## src/rtl/cpbp_pkg.sv

```systemverilog
// Purpose: shared widths, types and reset values of the byte port interface
// Assumes: one clock, asynchronous active-high reset
// Notes:   included by every design file of the block
package cpbp_pkg;

  // ==========================================================================
  // widths
  localparam int unsigned BYTE_W      = 8;   // select, inbound and outbound
  localparam int unsigned REG_COUNT   = 16;  // general data registers
  localparam int unsigned REG_IDX_W   = 4;   // index into data registers

  // ==========================================================================
  // reset values
  localparam logic [7:0] SELECT_RST   = 8'h00;
  localparam logic [7:0] OUT_BYTE_RST = 8'h00;
  localparam logic [7:0] DATA_REG_RST = 8'h00;

  // ==========================================================================
  // types
  typedef enum logic {
    CPBP_OP_READ,
    CPBP_OP_WRITE
  } cpbp_op_e;

  typedef enum logic [1:0] {
    CPBP_IDLE,
    CPBP_FIRST,
    CPBP_SECOND
  } cpbp_state_e;

endpackage

```

## src/rtl/cpbp_data_regs.sv

```systemverilog
// Purpose: sixteen general data registers with one write and three read ports
// Assumes: write and reads on the same clock; reads are combinational
// Notes:   reads A and B bypass a write in flight, so an operation that starts in the
//          cycle that completes a port read sees the new byte
`timescale 1ns/10ps
module cpbp_data_regs
  import cpbp_pkg::*;
(
  // clock and reset
  input  wire logic                 ref_clk_i,
  input  wire logic                 reset_i,
  // write port
  input  wire logic                 wr_en_i,
  input  wire logic [REG_IDX_W-1:0] wr_idx_i,
  input  wire logic [BYTE_W-1:0]    wr_data_i,
  // read ports
  input  wire logic [REG_IDX_W-1:0] rd_a_idx_i,
  output logic      [BYTE_W-1:0]    rd_a_data_o,
  input  wire logic [REG_IDX_W-1:0] rd_b_idx_i,
  output logic      [BYTE_W-1:0]    rd_b_data_o,
  input  wire logic [REG_IDX_W-1:0] rd_c_idx_i,
  output logic      [BYTE_W-1:0]    rd_c_data_o
);

  logic [BYTE_W-1:0] data_reg  [REG_COUNT];
  logic [BYTE_W-1:0] data_next [REG_COUNT];

  // ==========================================================================
  // one flop group per entry
  for (genvar g = 0; g < REG_COUNT; g++) begin : g_entry
    always_comb begin
      data_next[g] = data_reg[g];
      if (wr_en_i && (wr_idx_i == REG_IDX_W'(g))) begin
        data_next[g] = wr_data_i;
      end
    end

    always_ff @(posedge ref_clk_i or posedge reset_i) begin
      if (reset_i) begin
        data_reg[g] <= DATA_REG_RST;
      end else begin
        data_reg[g] <= data_next[g];
      end
    end
  end

  // ==========================================================================
  // reads: A and B bypassed, C not
  assign rd_a_data_o = data_next[rd_a_idx_i];
  assign rd_b_data_o = data_next[rd_b_idx_i];
  assign rd_c_data_o = data_reg[rd_c_idx_i];   // peek shows stored value only

endmodule // cpbp_data_regs

```

## src/rtl/cpbp_port_if.sv

```systemverilog
// Purpose: byte-wide port interface of a small processor core
// Assumes: inbound byte comes from fabric logic on ref_clk_i, no sync needed
// Notes:   each port operation takes exactly two cycles; the next may start
//          in the second cycle of the one before, giving back-to-back issue
//          a direct load that meets a port capture is dropped: the port wins
//          buses keep their last value, so fabric decode must use a strobe
//          to tell a live operation from a stale address
//          peek shows the stored byte only, from the cycle right after the capture edge
`timescale 1ns/10ps
module cpbp_port_if
  import cpbp_pkg::*;
(
  // clock and reset
  input  wire logic                 ref_clk_i,
  input  wire logic                 reset_i,
  // operation request from instruction execution
  input  wire logic                 op_valid_i,
  output logic                      op_ready_o,
  input  wire cpbp_pkg::cpbp_op_e   op_kind_i,
  input  wire logic                 op_use_pointer_i,
  input  wire logic [REG_IDX_W-1:0] target_register_i,
  input  wire logic [REG_IDX_W-1:0] pointer_register_i,
  input  wire logic [BYTE_W-1:0]    immediate_addr_i,
  output logic                      op_done_o,
  // direct data register access for execution side
  input  wire logic                 reg_load_i,
  input  wire logic [REG_IDX_W-1:0] reg_load_idx_i,
  input  wire logic [BYTE_W-1:0]    reg_load_data_i,
  input  wire logic [REG_IDX_W-1:0] reg_peek_idx_i,
  output logic      [BYTE_W-1:0]    reg_peek_data_o,
  // port pins toward fabric logic
  output logic      [BYTE_W-1:0]    peripheral_select_o,
  output logic      [BYTE_W-1:0]    out_byte_o,
  input  wire logic [BYTE_W-1:0]    in_byte_i,
  output logic                      read_strobe_o,
  output logic                      write_strobe_o
);

  // ==========================================================================
  // declarations
  cpbp_state_e              state_reg,    state_next;
  cpbp_op_e                 kind_reg,     kind_next;
  logic [REG_IDX_W-1:0]     target_reg,   target_next;
  logic [BYTE_W-1:0]        select_reg,   select_next;
  logic [BYTE_W-1:0]        out_reg,      out_next;
  logic                     rd_stb_reg,   rd_stb_next;
  logic                     wr_stb_reg,   wr_stb_next;

  logic                     accept;
  logic                     capture;
  logic                     rf_wr_en;
  logic [REG_IDX_W-1:0]     rf_wr_idx;
  logic [BYTE_W-1:0]        rf_wr_data;
  logic [BYTE_W-1:0]        pointer_data;
  logic [BYTE_W-1:0]        source_data;
  logic [BYTE_W-1:0]        chosen_select;

  // ==========================================================================
  // data registers
  // pointer and source reads bypass a capture in flight
  cpbp_data_regs u_regs (
    .ref_clk_i   (ref_clk_i),
    .reset_i     (reset_i),
    .wr_en_i     (rf_wr_en),
    .wr_idx_i    (rf_wr_idx),
    .wr_data_i   (rf_wr_data),
    .rd_a_idx_i  (pointer_register_i),
    .rd_a_data_o (pointer_data),
    .rd_b_idx_i  (target_register_i),
    .rd_b_data_o (source_data),
    .rd_c_idx_i  (reg_peek_idx_i),
    .rd_c_data_o (reg_peek_data_o)
  );

  // ==========================================================================
  // address source
  cpbp_select_src u_sel (
    .use_pointer_i  (op_use_pointer_i),
    .pointer_data_i (pointer_data),
    .immediate_i    (immediate_addr_i),
    .select_o       (chosen_select)
  );

  // ==========================================================================
  // handshake and register write port
  // a new operation may start in idle or in the second cycle of the last one
  assign op_ready_o = (state_reg == CPBP_IDLE) || (state_reg == CPBP_SECOND);
  assign accept     = op_valid_i && op_ready_o;
  assign op_done_o  = (state_reg == CPBP_SECOND);
  // capture at the edge ending the second read cycle
  assign capture    = (state_reg == CPBP_SECOND) && (kind_reg == CPBP_OP_READ);

  // port capture has priority over a direct load in the same cycle
  always_comb begin
    rf_wr_en   = capture || reg_load_i;
    rf_wr_idx  = reg_load_idx_i;
    rf_wr_data = reg_load_data_i;
    if (capture) begin
      rf_wr_idx  = target_reg;
      rf_wr_data = in_byte_i;
    end
  end

  // ==========================================================================
  // sequencer next state
  always_comb begin
    state_next  = state_reg;
    kind_next   = kind_reg;
    target_next = target_reg;
    select_next = select_reg;
    out_next    = out_reg;
    case (state_reg)
      CPBP_IDLE,
      CPBP_SECOND: begin
        state_next = CPBP_IDLE;
        if (accept) begin
          state_next  = CPBP_FIRST;
          kind_next   = op_kind_i;
          target_next = target_register_i;
          select_next = chosen_select;
          if (op_kind_i == CPBP_OP_WRITE) begin
            out_next = source_data;
          end
        end
      end
      CPBP_FIRST: begin
        // select and outbound byte held, never waits on the fabric
        state_next = CPBP_SECOND;
      end
      default: begin
        state_next = CPBP_IDLE;
      end
    endcase
  end

  // strobes registered so they are clean single-cycle pulses
  // taken from the next state so the flop lands them in the second cycle
  always_comb begin
    rd_stb_next = (state_next == CPBP_SECOND) && (kind_next == CPBP_OP_READ);
    wr_stb_next = (state_next == CPBP_SECOND) && (kind_next == CPBP_OP_WRITE);
  end

  // ==========================================================================
  // sequencer registers
  // target index kept so a back-to-back op may change the request pins
  always_ff @(posedge ref_clk_i or posedge reset_i) begin
    if (reset_i) begin
      state_reg  <= CPBP_IDLE;
      kind_reg   <= CPBP_OP_READ;
      target_reg <= '0;
      select_reg <= SELECT_RST;
      out_reg    <= OUT_BYTE_RST;
      rd_stb_reg <= 1'b0;
      wr_stb_reg <= 1'b0;
    end else begin
      state_reg  <= state_next;
      kind_reg   <= kind_next;
      target_reg <= target_next;
      select_reg <= select_next;
      out_reg    <= out_next;
      rd_stb_reg <= rd_stb_next;
      wr_stb_reg <= wr_stb_next;
    end
  end

  // ==========================================================================
  // pin outputs, all from flops; buses keep last value between operations
  assign peripheral_select_o = select_reg;
  assign out_byte_o          = out_reg;
  assign read_strobe_o       = rd_stb_reg;
  assign write_strobe_o      = wr_stb_reg;
endmodule // cpbp_port_if

```

## src/rtl/cpbp_select_src.sv

```systemverilog
// Purpose: picks the peripheral select byte for a starting port operation
// Assumes: pointer register contents already read from the data registers
// Notes:   purely combinational; the caller registers the result
`timescale 1ns/10ps
module cpbp_select_src
  import cpbp_pkg::*;
(
  // address sources
  input  wire logic              use_pointer_i,
  input  wire logic [BYTE_W-1:0] pointer_data_i,
  input  wire logic [BYTE_W-1:0] immediate_i,
  // chosen address
  output logic      [BYTE_W-1:0] select_o
);

  // ==========================================================================
  // full byte kept: all 256 addresses reachable, no partial decode here
  always_comb begin
    select_o = use_pointer_i ? pointer_data_i : immediate_i;
  end

endmodule // cpbp_select_src

```

## config.mk

```make
export PLATFORM = sky130hd
export DESIGN_NAME = cpbp_port_if
export DESIGN_NICKNAME = d
export VERILOG_FILES = /design/src/rtl/cpbp_pkg.sv /design/src/rtl/cpbp_data_regs.sv /design/src/rtl/cpbp_port_if.sv /design/src/rtl/cpbp_select_src.sv
export SDC_FILE = /design/constraint.sdc
export NUM_CORES = 1
export LEC_CHECK = 0
export BUFFER_PORTS_ARGS = -buffer_cell sky130_fd_sc_hd__buf_2
export CAP_MARGIN = 10
export CORE_MARGIN = 3
export CORE_UTILIZATION = 54
export CTS_BUF_LIST = sky130_fd_sc_hd__clkbuf_8
export DETAILED_ROUTE_END_ITERATION = 10
export GPL_TIMING_DRIVEN = 0
export PLACE_DENSITY = 0.73
export SETUP_SLACK_MARGIN = 0.02
export SLEW_MARGIN = 20
export SYNTH_ARGS = -nofsm -noshare
export SYNTH_HDL_FRONTEND = slang
export SYNTH_SLANG_ARGS = --single-unit
```

## constraint.sdc

```tcl
create_clock -name ref_clk_i -period 5.2 [get_ports ref_clk_i]
set_input_delay 0.52 -clock ref_clk_i [delete_from_list [all_inputs] [get_ports ref_clk_i]]
set_output_delay 0.52 -clock ref_clk_i [all_outputs]
set_load 0.05 [all_outputs]
```

==> run summary <==
sequential share of power = 39.0%
H-tree Lvls = 4
hold_buf cts = 0
ys flop type = dfrtp_1
Startpoint Class = register
Via-to-Cell Ratio = 7.256
commonest non-fill, non-tap cells in the layout = 153 x dfrtp_1, 101 x nand2_1, 100 x inv_1, 67 x mux2i_1, 65 x buf_2
netlist area before placement = 9638 sq um
DRC errors left = 0
Post-Syn Nets = 999
# Post-CTS Setup Buffers = 0
Nets = 1079
CTS tree = yes
critical path endpoint category = register
first-pass GRT wire length = 57930 um
Routed WL = 39990 um
critical path, cell by cell = nor3b_2 -> nand3_1 -> o22ai_1 -> clkbuf_1 -> o21ai_0 -> mux4_2 -> a211oi_1 -> a211o_1
Largest register FFs = 128
Synth cell types = 71
Post-synth ARST share = 100.0%
DRT antenna net count = 0
Layout Skew = 14.78 ps
All-Layer GR Usage = 40.92%
cts bufs inserted = 17
Clock Latency Late Sink = 490 ps
CTS max path bufs = 2
port buffer count = 58
cts repair resizes = 0
clk sinks = 153
Initial DRC Count = 1690
setup TNS = 0 ps
crit path DAT = 4590 ps
Hold Fails Final Rpt = 0
CP max stage cell = o22ai_1
Setup CP Type = reg -> reg
Finished Cell Area = 10740 sq um
Die Footprint = 19490 sq um
Worst VDD drop = 0.0003427 V
# setup viols final = 0
layout cells sized above 1 = 20.75%
Post-synth EDFFs = 0
initial antenna violation count = 1
Area Growth Syn to Fin = 11.39%
Mean Syn Cell Area = 10.11 sq um
drt wl/cell = 31.46 um
FMAX = 240.0 MHz
placed cell areas = 10300 sq um
final-layout fill cell count = 1460
Tcrit/Tclk final = 80.13%
Clk pin slew, worst setup/hold paths = 100 ps
status = finished, final reports clean
IO Pins = 74
Worst Hold Class = in -> async
Net Switching = 0.001859 W
Lkg Pwr = 4.666 nW
Routability Congestion = 1.071
Die Y = 139.6 um
number of synthesized register bits = 153
core footprint = 17360 sq um
Sw Ratio = 40.25%
Comb pwr share = 38.7%
pin count of the biggest net entering global routing = 95
CTS root buf = clkbuf_8
die width = 139.6 um
RSZ-0062 raised after global routing = no
Slew Limit Fails = 0
number of global-route vias before repair = 8723
Syn Inst Count = 953
Min Clock Period, post-route = 4167 ps
clock share of power = 22.3%
Worst-Margin Slew = 1172 ps
Max Cap Violations = 0
DR pass1 iterations = 8
starting density of the core = 55.53%
row count = 48
vias = 9222
post-synthesis sequential area ratio = 39.72%
critical path peak fanout = 10
Slew HR = 20.78%
grt ovf = 0
Req. time, crit path = 5630 ps
CP peak stage delay = 820 ps
Yosys warnings = 0
total internal power = 0.002759 W
Cell Pwr Density = 430.1 nW/um^2
Antenna Cells = 0
Post-DP HPWL = 28330 um
commonest non-fill, non-tap cell in the layout = dfrtp_1
-- critical path, delay by kind of cell (launching register included) --
kind / cells / cell delay [ps]
AOI/OAI and AO/OA: 4 / 1660
and+or+nand+nor: 2 / 720
DFF: 1 / 430
buffers and inverters: 1 / 740
muxes: 1 / 560
-- final cells by class --
class | instances | area [sq um] | share of cell area (%)
Multi-Input combinational cell | 634 | 5190 | 48.34
Sequential cell | 153 | 3829 | 35.66
Inverter | 105 | 401.6 | 3.741
Timing Repair Buffer | 61 | 340.3 | 3.170
Tap cell | 225 | 281.5 | 2.622
Buffer | 61 | 261.5 | 2.436
Clock buffer | 18 | 247.7 | 2.308
Clock inverter | 14 | 183.9 | 1.713
-- metal layers --
metal	track usage [%]	vias to the layer above	part of all wire [%]
li1	-	3687	-
met1	55.97	4395	37
met2	56.41	915	41
met3	14.74	223	15
met4	23.56	2	7.0
met5	0	-	0.048
-- kinds of logic (layout without fill, tap and decap cells) --
| logic type | after synthesis | count (layout) | share of synthesized area, % |
|---|---|---|---|
| AOI/OAI and AO/OA | 232 | 232 | 17.10 |
| DFF | 153 | 153 | 39.72 |
| muxes | 156 | 156 | 24.25 |
| and+or+nand+nor | 246 | 246 | 12.19 |
| buffers and inverters | 166 | 259 | 6.738 |
-- through the flow --
step | setup slack [ps] | std cells | total power [W] | util (%) | hold slack [ps]
floorplan | 558.6 | 953 | 0.003005 | - | 460.6
global placement | -1269 | 1236 | 0.003478 | 58.82 | 465.5
detailed placement | 811.7 | 1239 | 0.003521 | 59.34 | 472.9
CTS | 812.6 | 1271 | 0.004532 | 61.83 | 60.24
global route | 994.7 | 1271 | 0.004789 | 61.85 | 78.67
finish | 1033 | 1271 | 0.004617 | 61.85 | 51.03
-- final timing paths --
kind                                               startpoint                            endpoint  slack [ps]  depth (start not counted)
max                                    state_reg[1]$_DFF_PP0_           out_byte_o[1]$_DFFE_PP0P_        1030                          8
min                                                   reset_i      u_regs.data_reg[101]$_DFF_PP0_          50                          2
max reg2reg                            state_reg[1]$_DFF_PP0_           out_byte_o[1]$_DFFE_PP0P_        1030                          8
min reg2reg                peripheral_select_o[0]$_DFFE_PP0P_  peripheral_select_o[0]$_DFFE_PP0P_         490                          2
max in group asynchronous                             reset_i                  kind_reg$_DFF_PP0_        4300                          3
min in group ref_clk_i                    immediate_addr_i[0]  peripheral_select_o[0]$_DFFE_PP0P_         300                          3
-- power by group through the flow --
stage               combinational (W)  clock [W]  sequential [W]
global placement              0.00169          0         0.00179
finish                        0.00179    0.00103         0.00180
floorplan                     0.00117          0         0.00183
global route                  0.00188    0.00108         0.00183
CTS                           0.00172    0.00103         0.00178
detailed placement            0.00172          0         0.00180
-- synthesized netlist by cell type (7+ instances only) --
cell | number | area [sq um]
o2111ai_1 | 9 | 78.83
nor3_1 | 14 | 70.07
o211ai_1 | 13 | 97.59
nand2_1 | 101 | 379.1
mux4_2 | 59 | 1329
nor2b_1 | 8 | 50.05
or3_1 | 12 | 75.07
clkbuf_1 | 44 | 165.2
mux2i_1 | 67 | 670.6
buf_1 | 8 | 30.03
mux2_2 | 30 | 337.8
a211oi_1 | 20 | 150.1
nor2_1 | 56 | 210.2
nand3_1 | 12 | 60.06
o22a_1 | 12 | 105.1
o22ai_1 | 24 | 150.1
a211o_1 | 14 | 122.6
a22oi_1 | 7 | 52.55
o21ai_0 | 55 | 275.3
inv_1 | 101 | 379.1
dfrtp_1 | 153 | 3829
a21oi_1 | 23 | 115.1
(Power assumes the default switching activity.)
